## config.mk

```make
export PLATFORM = sky130hd
export DESIGN_NAME = ccr_result_regs
export DESIGN_NICKNAME = d
export VERILOG_FILES = /design/src/ccr_pkg.sv /design/src/ccr_channel.sv /design/src/ccr_pin_filter.sv /design/src/ccr_result_regs.sv
export SDC_FILE = /design/constraint.sdc
export NUM_CORES = 1
export LEC_CHECK = 0
export BUFFER_PORTS_ARGS = -buffer_cell sky130_fd_sc_hd__buf_2
export CAP_MARGIN = 20
export CORE_MARGIN = 4
export CORE_UTILIZATION = 48
export DETAILED_ROUTE_END_ITERATION = 6
export PLACE_DENSITY = 0.68
export SKIP_CTS_REPAIR_TIMING = 1
export SLEW_MARGIN = 40
export SYNTH_ARGS = -nofsm -noshare
export SYNTH_HDL_FRONTEND = slang
export SYNTH_SLANG_ARGS = --single-unit
```

## constraint.sdc

```tcl
create_clock -name clk -period 10 [get_ports clk]
set_input_delay 0 -clock clk [delete_from_list [all_inputs] [get_ports clk]]
set_output_delay 0 -clock clk [all_outputs]
set_load 0.01 [all_outputs]
```

## src/ccr_pkg.sv

```systemverilog
package ccr_pkg;

  // ****************************************
  // Register map
  // ****************************************
  localparam int NCH = 3;
  localparam logic [7:0] OFF_UPPER [NCH] = '{8'h02, 8'h04, 8'h06};
  localparam logic [7:0] OFF_LOWER [NCH] = '{8'h03, 8'h05, 8'h07};
  localparam logic [7:0] OFF_INTERVAL [NCH] = '{8'h08, 8'h09, 8'h0A};

  // ****************************************
  // Field layout and reset values
  // ****************************************
  localparam int RESULT_W = 28;
  localparam int LOWER_W = 16;
  localparam int DATA_HI = 11;
  localparam int TO_BIT = 13;
  localparam int AW_BIT = 12;
  localparam logic [15:0] INTERVAL_RST = 16'h0080;
  localparam logic [15:0] WORD_RST = 16'h0000;
  localparam logic [3:0] BITS_PER_BYTE = 4'h8;

  // ****************************************
  // Conversion engine carrier
  // ****************************************
  typedef struct packed {
    logic valid;
    logic [RESULT_W-1:0] data;
    logic timeout;
    logic amp;
  } ccr_conv_s;

  // ****************************************
  // Serial slave states
  // ****************************************
  typedef enum logic [8:0] {
    ST_IDLE  = 9'h001,
    ST_ADDR  = 9'h002,
    ST_ACK_A = 9'h004,
    ST_PTR   = 9'h008,
    ST_ACK_P = 9'h010,
    ST_WDAT  = 9'h020,
    ST_ACK_W = 9'h040,
    ST_RDAT  = 9'h080,
    ST_ACK_R = 9'h100
  } ccr_state_e;

endpackage

```

## src/ccr_channel.sv

```systemverilog
`timescale 1ns/1ns
module ccr_channel import ccr_pkg::*; #(
  parameter bit WIDE = 1'b1
) (
  input logic clk,
  input logic rst_b,
  input ccr_conv_s conv_in,
  input logic rd_upper,
  output logic [15:0] upper_word,
  output logic [15:0] lower_word
);

  logic [RESULT_W-1:0] res_q;
  logic to_q;
  logic aw_q;
  logic [LOWER_W-1:0] shadow_q;
  logic to_d;
  logic aw_d;

  // ****************************************
  // Sticky flags, set beats read clear
  // ****************************************
  assign to_d = conv_in.timeout | (to_q & ~rd_upper);
  assign aw_d = conv_in.amp | (aw_q & ~rd_upper);

  always_ff @(posedge clk or negedge rst_b) begin
    if (!rst_b) begin
      res_q <= '0;
      to_q <= 1'b0;
      aw_q <= 1'b0;
      shadow_q <= '0;
    end else begin
      to_q <= to_d;
      aw_q <= aw_d;
      if (conv_in.valid) begin
        res_q <= conv_in.data;
      end
      // Lower half frozen when the upper half is taken
      if (rd_upper) begin
        shadow_q <= res_q[LOWER_W-1:0];
      end
    end
  end

  // ****************************************
  // Word layout
  // ****************************************
  always_comb begin
    upper_word = WORD_RST;
    upper_word[TO_BIT] = to_q;
    upper_word[AW_BIT] = aw_q;
    if (WIDE) begin
      upper_word[DATA_HI:0] = res_q[RESULT_W-1:LOWER_W];
    end else begin
      upper_word[DATA_HI:0] = res_q[DATA_HI:0];
    end
  end

  assign lower_word = WIDE ? shadow_q : WORD_RST;
endmodule

```

## src/ccr_pin_filter.sv

```systemverilog
`timescale 1ns/1ns
module ccr_pin_filter import ccr_pkg::*; #(
  parameter logic IDLE_LVL = 1'b1
) (
  input logic clk,
  input logic rst_b,
  input logic pin_in,
  output logic level
);

  logic s1_q;
  logic s2_q;
  logic s3_q;
  logic lvl_q;

  // ****************************************
  // Three-stage sampler with agreement filter
  // ****************************************
  always_ff @(posedge clk or negedge rst_b) begin
    if (!rst_b) begin
      s1_q <= IDLE_LVL;
      s2_q <= IDLE_LVL;
      s3_q <= IDLE_LVL;
      lvl_q <= IDLE_LVL;
    end else begin
      s1_q <= pin_in;
      s2_q <= s1_q;
      s3_q <= s2_q;
      if (s2_q == s3_q) begin
        lvl_q <= s3_q;
      end
    end
  end

  assign level = lvl_q;

endmodule

```

## src/ccr_result_regs.sv

```systemverilog
`timescale 1ns/1ns
// Operation
// - Channel 1 timeout sets upper bit 13; reading the register clears it.
// - Channel 1 amplitude warning sets upper bit 12; cleared on read.
// - Channel 2 timeout sets upper bit 13; cleared by reading.
// - Channel 2 amplitude warning sets upper bit 12; cleared by reading.
// - Channel 3 timeout sets upper bit 13; cleared by reading.
// - Channel 3 amplitude warning sets upper bit 12; cleared by reading.
// - Narrow variant shows channel 1 result bits 11:0 in bits 11:0, read only.
// - Narrow variant shows channel 2 result bits 11:0 in bits 11:0, read only.
// - Wide variant: result 27:16 in upper 11:0, 15:0 in lower word.
// - Channel 0 interval is 16-bit read/write; host avoids values to 0x00FF.
// - Channel 0 interval resets to 0x0080.
// - Channel 1 interval behaves as channel 0, same reset value.
module ccr_result_regs import ccr_pkg::*; #(
  parameter bit WIDE = 1'b1,
  parameter logic [6:0] DEV_ADDR = 7'h2A
) (
  input logic clk,
  input logic rst_b,
  input logic scl_in,
  input logic sda_in,
  output logic sda_out,
  output logic sda_oe,
  input ccr_conv_s ch_conv [NCH],
  output logic [15:0] ch0_interval_count,
  output logic [15:0] ch1_interval_count,
  output logic [15:0] ch2_interval_count
);

  // ****************************************
  // Reset release
  // ****************************************
  logic rst_meta_q;
  logic rst_sync_b;

  always_ff @(posedge clk or negedge rst_b) begin
    if (!rst_b) begin
      rst_meta_q <= 1'b0;
      rst_sync_b <= 1'b0;
    end else begin
      rst_meta_q <= 1'b1;
      rst_sync_b <= rst_meta_q;
    end
  end

  // ****************************************
  // Pin conditioning and bus events
  // ****************************************
  logic scl_lvl;
  logic sda_lvl;
  logic scl_prev_q;
  logic sda_prev_q;
  logic scl_rise;
  logic scl_fall;
  logic start_det;
  logic stop_det;

  ccr_pin_filter #(.IDLE_LVL(1'b1)) u_scl_filt (
    .clk(clk),
    .rst_b(rst_sync_b),
    .pin_in(scl_in),
    .level(scl_lvl)
  );

  ccr_pin_filter #(.IDLE_LVL(1'b1)) u_sda_filt (
    .clk(clk),
    .rst_b(rst_sync_b),
    .pin_in(sda_in),
    .level(sda_lvl)
  );

  assign scl_rise = scl_lvl & ~scl_prev_q;
  assign scl_fall = ~scl_lvl & scl_prev_q;
  assign start_det = scl_lvl & scl_prev_q & sda_prev_q & ~sda_lvl;
  assign stop_det = scl_lvl & scl_prev_q & ~sda_prev_q & sda_lvl;

  // ****************************************
  // Slave state
  // ****************************************
  ccr_state_e state_q;
  ccr_state_e state_d;
  logic [7:0] shift_q;
  logic [7:0] shift_d;
  logic [3:0] cnt_q;
  logic [3:0] cnt_d;
  logic [7:0] ptr_q;
  logic [7:0] ptr_d;
  logic [7:0] wmsb_q;
  logic [7:0] wmsb_d;
  logic [15:0] rword_q;
  logic [15:0] rword_d;
  logic rd_mode_q;
  logic rd_mode_d;
  logic hi_q;
  logic hi_d;
  logic mack_q;
  logic mack_d;
  logic oe_q;
  logic oe_d;
  logic sda_out_q;
  logic wr_word;
  logic load_word;
  logic rx_state;
  logic rx_done;
  logic addr_match;
  logic [15:0] rd_word;
  logic [15:0] interval_q [NCH];
  logic [15:0] chan_upper [NCH];
  logic [15:0] chan_lower [NCH];
  logic [NCH-1:0] rd_upper;

  assign rx_state = (state_q == ST_ADDR) | (state_q == ST_PTR) | (state_q == ST_WDAT);
  assign rx_done = scl_fall & (cnt_q == BITS_PER_BYTE);
  assign addr_match = shift_q[7:1] == DEV_ADDR;
  // A word is fetched when a read byte pair begins
  assign load_word = scl_fall & (((state_q == ST_ACK_A) & rd_mode_q) |
                                 ((state_q == ST_ACK_R) & ~mack_q & hi_q));

  always_comb begin
    state_d = state_q;
    shift_d = shift_q;
    cnt_d = cnt_q;
    ptr_d = ptr_q;
    wmsb_d = wmsb_q;
    rword_d = rword_q;
    rd_mode_d = rd_mode_q;
    hi_d = hi_q;
    mack_d = mack_q;
    oe_d = oe_q;
    wr_word = 1'b0;
    if (start_det) begin
      state_d = ST_ADDR;
      cnt_d = 4'h0;
      oe_d = 1'b0;
    end else if (stop_det) begin
      state_d = ST_IDLE;
      oe_d = 1'b0;
    end else begin
      if (rx_state && scl_rise) begin
        shift_d = {shift_q[6:0], sda_lvl};
        cnt_d = cnt_q + 4'h1;
      end
      unique case (state_q)
        ST_IDLE: begin
        end
        ST_ADDR: begin
          if (rx_done) begin
            cnt_d = 4'h0;
            if (addr_match) begin
              rd_mode_d = shift_q[0];
              oe_d = 1'b1;
              state_d = ST_ACK_A;
            end else begin
              state_d = ST_IDLE;
            end
          end
        end
        ST_PTR: begin
          if (rx_done) begin
            cnt_d = 4'h0;
            ptr_d = shift_q;
            hi_d = 1'b1;
            oe_d = 1'b1;
            state_d = ST_ACK_P;
          end
        end
        ST_WDAT: begin
          if (rx_done) begin
            cnt_d = 4'h0;
            oe_d = 1'b1;
            state_d = ST_ACK_W;
            if (hi_q) begin
              wmsb_d = shift_q;
              hi_d = 1'b0;
            end else begin
              wr_word = 1'b1;
              hi_d = 1'b1;
              ptr_d = ptr_q + 8'h01;
            end
          end
        end
        ST_ACK_P, ST_ACK_W: begin
          if (scl_fall) begin
            oe_d = 1'b0;
            state_d = ST_WDAT;
          end
        end
        ST_ACK_A: begin
          if (scl_fall) begin
            cnt_d = 4'h0;
            oe_d = 1'b0;
            state_d = ST_PTR;
            if (rd_mode_q) begin
              rword_d = rd_word;
              shift_d = rd_word[15:8];
              oe_d = ~rd_word[15];
              cnt_d = 4'h1;
              hi_d = 1'b0;
              state_d = ST_RDAT;
            end
          end
        end
        ST_RDAT: begin
          if (scl_fall) begin
            if (cnt_q == BITS_PER_BYTE) begin
              oe_d = 1'b0;
              cnt_d = 4'h0;
              state_d = ST_ACK_R;
              if (hi_q) begin
                ptr_d = ptr_q + 8'h01;
              end
            end else begin
              oe_d = ~shift_q[6];
              shift_d = {shift_q[6:0], 1'b0};
              cnt_d = cnt_q + 4'h1;
            end
          end
        end
        ST_ACK_R: begin
          if (scl_rise) begin
            mack_d = sda_lvl;
          end else if (scl_fall) begin
            cnt_d = 4'h1;
            state_d = ST_RDAT;
            if (mack_q) begin
              state_d = ST_IDLE;
            end else if (!hi_q) begin
              shift_d = rword_q[7:0];
              oe_d = ~rword_q[7];
              hi_d = 1'b1;
            end else begin
              rword_d = rd_word;
              shift_d = rd_word[15:8];
              oe_d = ~rd_word[15];
              hi_d = 1'b0;
            end
          end
        end
      endcase
    end
  end

  always_ff @(posedge clk or negedge rst_sync_b) begin
    if (!rst_sync_b) begin
      state_q <= ST_IDLE;
      shift_q <= 8'h00;
      cnt_q <= 4'h0;
      ptr_q <= 8'h00;
      wmsb_q <= 8'h00;
      rword_q <= WORD_RST;
      rd_mode_q <= 1'b0;
      hi_q <= 1'b1;
      mack_q <= 1'b1;
      oe_q <= 1'b0;
      sda_out_q <= 1'b0;
      scl_prev_q <= 1'b1;
      sda_prev_q <= 1'b1;
    end else begin
      state_q <= state_d;
      shift_q <= shift_d;
      cnt_q <= cnt_d;
      ptr_q <= ptr_d;
      wmsb_q <= wmsb_d;
      rword_q <= rword_d;
      rd_mode_q <= rd_mode_d;
      hi_q <= hi_d;
      mack_q <= mack_d;
      oe_q <= oe_d;
      sda_out_q <= 1'b0;
      scl_prev_q <= scl_lvl;
      sda_prev_q <= sda_lvl;
    end
  end

  // ****************************************
  // Channels and interval counts
  // ****************************************
  genvar gi;
  generate
    for (gi = 0; gi < NCH; gi++) begin : g_ch
      // Reading an upper word clears its flags
      assign rd_upper[gi] = load_word & (ptr_q == OFF_UPPER[gi]);

      ccr_channel #(.WIDE(WIDE)) u_ch (
        .clk(clk),
        .rst_b(rst_sync_b),
        .conv_in(ch_conv[gi]),
        .rd_upper(rd_upper[gi]),
        .upper_word(chan_upper[gi]),
        .lower_word(chan_lower[gi])
      );

      always_ff @(posedge clk or negedge rst_sync_b) begin
        if (!rst_sync_b) begin
          interval_q[gi] <= INTERVAL_RST;
        end else if (wr_word && ptr_q == OFF_INTERVAL[gi]) begin
          interval_q[gi] <= {wmsb_q, shift_q};
        end
      end
    end
  endgenerate

  // Unmapped pointers read as zero; result words are read only
  always_comb begin
    rd_word = WORD_RST;
    for (int i = 0; i < NCH; i++) begin
      if (ptr_q == OFF_UPPER[i]) begin
        rd_word = chan_upper[i];
      end
      if (ptr_q == OFF_LOWER[i]) begin
        rd_word = chan_lower[i];
      end
      if (ptr_q == OFF_INTERVAL[i]) begin
        rd_word = interval_q[i];
      end
    end
  end

  assign sda_out = sda_out_q;
  assign sda_oe = oe_q;
  assign ch0_interval_count = interval_q[0];
  assign ch1_interval_count = interval_q[1];
  assign ch2_interval_count = interval_q[2];
endmodule

```

==> Yosys cells after proc, flatten, opt, wreduce, memory -nomap -nowiden <==
Cells that the tools add are included.
{ "word_totals": {"ff_bits": 247, "out_inout_bits": 50} }
{ "classes": {"add_sub_neg": 2, "n_eq_ne": 46, "mux": 86, "bitwise_logic": 43, "n_reduce_logical": 21} }
{ "op_table": {"columns": ["cell", "count"], "rows": [
  ["$mux 8", 23],
  ["$mux 16", 8],
  ["$mux 9", 11],
  ["$pmux 9 s7", 1],
  ["$pmux 8 s3", 2],
  ["$ne 4x4->1 const B", 11],
  ["$mux 4", 9],
  ["$eq 8x3->1 const B", 4],
  ["$reduce_and 10->1", 3],
  ["$mux 1", 26],
  ["$ne 2x2->1 const B", 13],
  ["$eq 8x4->1 const B", 3],
  ["$and 1x1->1", 21],
  ["$reduce_and 9->1", 2],
  ["$eq 8x2->1 const B", 2],
  ["$pmux 4 s4", 1],
  ["$pmux 8 s2", 1],
  ["$mux 14", 1],
  ["$not 1->1", 13],
  ["$reduce_and 5->1", 2],
  ["$eq 9x2->1 const B", 1],
  ["$eq 9x3->1 const B", 1],
  ["$eq 9x4->1 const B", 1],
  ["$eq 9x5->1 const B", 1],
  ["other kinds (24)", 37]
]} }

==> Depth between registers and ports, before layout <==
{ "depth": {"word_depth": 18, "depth_mapped": 10} }

==> Hierarchy <==
From an unflattened synthesis, not the netlist that was laid out.
{ "hier_totals": {"hier_cells": 1107, "area_unflattened_um2": 13012.5} }
{ "by_module_without_submodules": {"columns": ["mod", "instances", "cells_per_inst", "area_each_um2"], "rows": [
  ["ccr_result_regs", 1, 752, 6864.1],
  ["ccr_channel", 3, 115, 1971.9],
  ["ccr_pin_filter", 2, 5, 116.4]
]} }

==> Worst setup path after synthesis <==
No wires, ideal clock.
{ "synth_timing": {"kind": "flip-flop to flip-flop", "startpoint": "register state_q[2]", "endpoint": "register g_ch[0].u_ch.shadow_q[10]", "arrival_ns": 2.471, "setup_slack_ns": 7.403, "stages_incl_launch_ff": 10, "path_buffers": 3, "period_less_slack_ns": 2.597, "cell_sequence": "dfrtp_1 buf_2 nor3b_4 nand3_4 o32ai_4 nand2_4 or4b_1 buf_6 buf_6 mux2_4"} }
{ "synth_via": {"elab_chain_cells": 6} }
{ "synth_lines": {"columns": ["element", "line_no", "text"], "rows": [
  ["from (decl)", "ccr_result_regs.sv:81", "ccr_state_e state_q;"],
  ["from (signal assigned)", "ccr_result_regs.sv:260", "state_q <= state_d;"],
  ["$eq 9x9->1", "ccr_result_regs.sv:118", "((state_q == ST_ACK_R) & ~mack_q & hi_q));"],
  ["$and 1x1->1 (2 in a row)", "ccr_result_regs.sv:118", null],
  ["$or 1x1->1 *", "ccr_result_regs.sv:117", "assign load_word = scl_fall & (((state_q == ST_ACK_A) & rd_mode_q) |"],
  ["$and 1x1->1 *", "ccr_result_regs.sv:117", null],
  ["$and 1x1->1 *", "ccr_result_regs.sv:283", "assign rd_upper[gi] = load_word & (ptr_q == OFF_UPPER[gi]);"],
  ["to (signal assigned)", "ccr_channel.sv:40", "shadow_q <= res_q[LOWER_W-1:0];"],
  ["to (decl)", "ccr_channel.sv:16", "logic [LOWER_W-1:0] shadow_q;"]
]} }
Every way passes the cells marked *; elsewhere a longest branch is shown, timed or not.
A chain may end at the register's enable or synchronous reset.

==> Worst setup path in the final report <==
{ "layout_timing": {"startpoint": "register ptr_q[2]", "endpoint": "register interval_q (netlist bit ch2_interval_count[6])"} }
{ "layout_via": {"elab_chain_cells": 2} }
{ "layout_lines": {"columns": ["element", "line_no", "text"], "rows": [
  ["from (decl)", "ccr_result_regs.sv:87", "logic [7:0] ptr_q;"],
  ["from (signal assigned)", "ccr_result_regs.sv:263", "ptr_q <= ptr_d;"],
  ["$eq 8x4->1", "ccr_result_regs.sv:297", "end else if (wr_word && ptr_q == OFF_INTERVAL[gi]) begin"],
  ["$logic_and 1x1->1", "ccr_result_regs.sv:297", null],
  ["to (signal, indexed assignment)", "ccr_result_regs.sv:298", "interval_q[gi] <= {wmsb_q, shift_q};"],
  ["to (decl)", "ccr_result_regs.sv:108", "logic [15:0] interval_q [NCH];"]
]} }
No other way between the ends.

==> flow_metrics.py <==
metrics = {
    "yosys": {
        "syn-cell-area_mm2": 0.01210,
        "synthArstFlopShare_pct": 100.0,
        "synth_compound_gate_area_share_pct": 14.78,
        "synth_seq_area_share_pct": 51.26,
        "synth_largest_type_area_fraction_pct": 47.78,
        "yosys-mux-area-fraction_pct": 18.42,
        "netlist.top_cell.by_area": "sky130_fd_sc_hd__dfrtp_1",
        "synth-adder-area-share_pct": 0.7860,
        "synthSimpleGateAreaFrac_pct": 11.29,
        "main_combinational_cell_family_by_area_after_synthesis": "multiplexers",
        "dominantRegCellSynth": "sky130_fd_sc_hd__dfrtp_1",
        "number_of_enable_type_register_cells_in_the_synthesized_netlist": 0,
        "synth_nets": 1160,
        "synth_area_per_cell_um2": 11.45,
        "synth_area_leaders": "sky130_fd_sc_hd__dfrtp_1 48%, sky130_fd_sc_hd__mux2_2 17%, sky130_fd_sc_hd__dfstp_2 3.5%",
        "yosys_register_bits": 247,
        "netlist_instances": 1057,
        "yosysWarningCount": 0,
        "post_synth_num_cell_types": 75,
        "synth-xor-area-share_pct": 0.4344,
    },
    "worst_setup_path": {
        "cp-start-kind": "flip-flop",
        "timing.critical_path.arrival_ps": 3730,
        "timing.critical_path.required_ps": 10420,
        "timing.setup.critical_path_class": "flip-flop to flip-flop",
        "crit_path_end_kind": "flip-flop",
        "crit_path_max_fanout": 24,
    },
    "route": {
        "vias": 9756,
        "avg_vias_per_cell": 6.019,
        "drt_pass1_iterations": 7,
        "totalWireLength_um": 36580,
        "drt-initial-drc-count": 987,
        "drc_errors": 0,
        "detail_route.wl_per_cell_um": 22.56,
        "ant_nets": 0,
    },
    "layout": {
        "final_area_mm2": 0.01499,
        "layout.cells.most_common_list": "230 x sky130_fd_sc_hd__dfrtp_1, 181 x sky130_fd_sc_hd__mux2_2, 145 x sky130_fd_sc_hd__buf_2",
        "layout_commonest_cell": "sky130_fd_sc_hd__dfrtp_1",
        "syn_to_final_growth_pct": 23.87,
        "design.final.nets": 1377,
        "final_layout_size_suffix_gt1_share_pct": 33.64,
    },
    "place": {
        "placed_area_mm2": 0.01311,
        "place.detailed.hpwl_um": 24990,
        "dp_slack_ps": 6769,
        "finalWeightedCongestion": 0.9202,
        "port_buffers": 145,
    },
    "clock_network": {
        "clock_path_buffers": 3,
        "worst_setup_hold_path_clk_slew_ps": 60,
        "clock_tree_from_tritoncts": "built",
        "clock_sink_count": 247,
        "cts_made_buffers": 28,
        "root_buffer": "sky130_fd_sc_hd__clkbuf_16",
        "worstSkewPairLatency_ps": 550,
        "cts-htree-levels": 1,
    },
    "sta": {
        "relSlewSlack_pct": 28.93,
        "period_share_pct": 33.06,
        "fin_ws_ps": 6694,
        "fmax_ghz": 0.3025,
        "fin_worst_hold_slack_ps": -13.15,
        "tightest_slew_ps": 1039,
        "timing.final.hold_violations": 1,
        "post-route-min-period_ps": 3306,
        "unrepaired_setup_endpoints_after_global_routing": "no",
        "clock-skew-final_ps": 20.18,
        "final.setup.tns_ps": 0,
        "final_max_slew_viol_count": 0,
        "finalSetupViolCount": 0,
    },
    "global_route": {
        "grt_first_pass_wirelength_um": 54890,
        "global_route.overflow_total": 0,
        "grt_pass1_vias": 9379,
        "grt_max_degree": 80,
        "gr-usage-all-layers_pct": 24.57,
        "antenna_violations_before_repair": 0,
    },
    "floorplanning": {
        "initial_core_utilization_pct": 49.31,
        "dieHeight_um": 166.8,
        "floorplan.rows": 57,
        "core_area_mm2": 0.02453,
        "dieWidth_um": 166.8,
        "top_level_ports": 147,
        "die_area_mm2": 0.02781,
    },
    "outcome": {
        "outcome": "finished with violations",
        "failed_checks": "negative hold slack",
    },
    "run": {
        "cap_violations": 0,
    },
    "power_and_ir_drop": {
        "p_per_area_mw_per_mm2": 189.2,
        "ir_worst_vdd_mv": 0.1384,
        "fin_total_pwr_uw": 2836,
        "total_leakage_power_uw": 0.006794,
    },
    "min_path": {
        "hold_class": "input pin to flip-flop",
    },
}
layer usage:
metal  vias up  global-route usage (%)  share of wire [%]
met5         -                       0                  0
met4         0                   6.439                3.0
met3        67                   4.646                7.1
met2       416                   39.05                 48
met1      4884                   35.02                 42
li1       4389                       -                  -
cells by family (layout without fill, tap and decap cells):
kind of cell               after synthesis  after routing
buffers and inverters                   88            327
xor gates and xnor gates                 6              6
and+or+nand+nor                        255            255
other                                    2              3
muxes                                  196            196
adders and majority gates                8              8
AOI/OAI and AO/OA                      255            255
DFF                                    247            247
per-stage QoR:
step / utilization [%] / std cells
finish: 61.08 / 1621
global route: 61.07 / 1620
CTS: 57.21 / 1526
detailed placement: 53.45 / 1474
global placement: 53.30 / 1471
floorplan: - / 1057
area by class of cell:
type	count	area (µm²)
Clock buffer	40	805.8
Multi-Input combinational cell	722	5557
Timing Repair Buffer	260	1839
Inverter	15	56.30
Tap cell	324	405.4
Fill cell	1981	9548
Antenna cell	1	2.502
Clock inverter	12	115.1
Sequential cell	247	6205
critical path: stages (launching register included):
cell	delay, ps
sky130_fd_sc_hd__dfrtp_1	640
sky130_fd_sc_hd__nor2b_1	570
sky130_fd_sc_hd__nand3_1	730
sky130_fd_sc_hd__nor3_2	550
sky130_fd_sc_hd__buf_4	320
sky130_fd_sc_hd__mux2_2	360
flip-flops by register name (all words and copies together) (netlist names), 3 cells and up:
| name | flops |
|---|---|
| state_q | 9 |
| g_ch.u_ch.to_q | 3 |
| ptr_q | 8 |
| g_ch.u_ch.lower_word | 48 |
| cnt_q | 4 |
| g_ch.u_ch.res_q | 84 |
| ch2_interval_count | 16 |
| ch1_interval_count | 16 |
| wmsb_q | 8 |
| ch0_interval_count | 16 |
| rword_q | 8 |
| shift_q | 8 |
| g_ch.u_ch.aw_q | 3 |
final timing paths:
kind                                      start                            endpoint  slack [ps]  cells past startpoint
max                        ptr_q[2]$_DFFE_PN0P_   ch2_interval_count[6]$_DFFE_PN0P_        6690                      5
min in group asynchronous  rst_sync_b$_DFF_PN0_   g_ch[1].u_ch.res_q[6]$_DFFE_PN0P_         240                      0
min reg2reg                rst_sync_b$_DFF_PN0_   g_ch[1].u_ch.res_q[6]$_DFFE_PN0P_         240                      0
max in group asynchronous  rst_sync_b$_DFF_PN0_              shift_q[1]$_DFFE_PN0P_        8110                      2
max reg2reg                ptr_q[2]$_DFFE_PN0P_   ch2_interval_count[6]$_DFFE_PN0P_        6690                      5
min                                 ch_conv[61]  g_ch[1].u_ch.res_q[22]$_DFFE_PN0P_         -10                      3
cells in the mapped netlist, types with 3 or more instances:
cell type,n
sky130_fd_sc_hd__dfrtp_1,231
sky130_fd_sc_hd__mux2_2,181
sky130_fd_sc_hd__clkbuf_1,55
sky130_fd_sc_hd__nand2_1,54
sky130_fd_sc_hd__nor2_1,50
sky130_fd_sc_hd__o21ai_0,48
sky130_fd_sc_hd__a21oi_1,45
sky130_fd_sc_hd__nand3_1,37
sky130_fd_sc_hd__nor3_1,26
sky130_fd_sc_hd__a22o_1,20
sky130_fd_sc_hd__dfstp_2,16
sky130_fd_sc_hd__o22ai_1,16
sky130_fd_sc_hd__a31oi_1,15
sky130_fd_sc_hd__a22oi_1,14
sky130_fd_sc_hd__inv_1,14
sky130_fd_sc_hd__a211oi_1,12
sky130_fd_sc_hd__a21o_1,11
sky130_fd_sc_hd__nand4_1,11
sky130_fd_sc_hd__nor2b_1,11
sky130_fd_sc_hd__and3_1,10
sky130_fd_sc_hd__and2_1,9
sky130_fd_sc_hd__and4_1,8
sky130_fd_sc_hd__buf_2,8
sky130_fd_sc_hd__mux2_4,8
sky130_fd_sc_hd__o221ai_1,8
sky130_fd_sc_hd__o22a_1,8
sky130_fd_sc_hd__buf_1,7
sky130_fd_sc_hd__mux2i_1,7
sky130_fd_sc_hd__nand2b_1,7
sky130_fd_sc_hd__nor4_1,7
sky130_fd_sc_hd__a221o_1,6
sky130_fd_sc_hd__a2bb2oi_1,6
sky130_fd_sc_hd__ha_1,6
sky130_fd_sc_hd__o31ai_1,6
sky130_fd_sc_hd__a211o_1,5
sky130_fd_sc_hd__nor3b_1,5
sky130_fd_sc_hd__o2111ai_1,5
sky130_fd_sc_hd__o311a_1,5
sky130_fd_sc_hd__nand3b_1,4
sky130_fd_sc_hd__nor3_2,4
sky130_fd_sc_hd__xor2_1,4
sky130_fd_sc_hd__o211ai_1,3
sky130_fd_sc_hd__o32ai_1,3
power breakdown:
group | switching, µW | internal [µW] | leakage [µW]
sequential | 116 | 1100 | 0.00305
combinational | 356 | 259 | 0.00330
clock | 421 | 589 | 0.000445
Note: power is estimated with default switching activity, not from simulation.
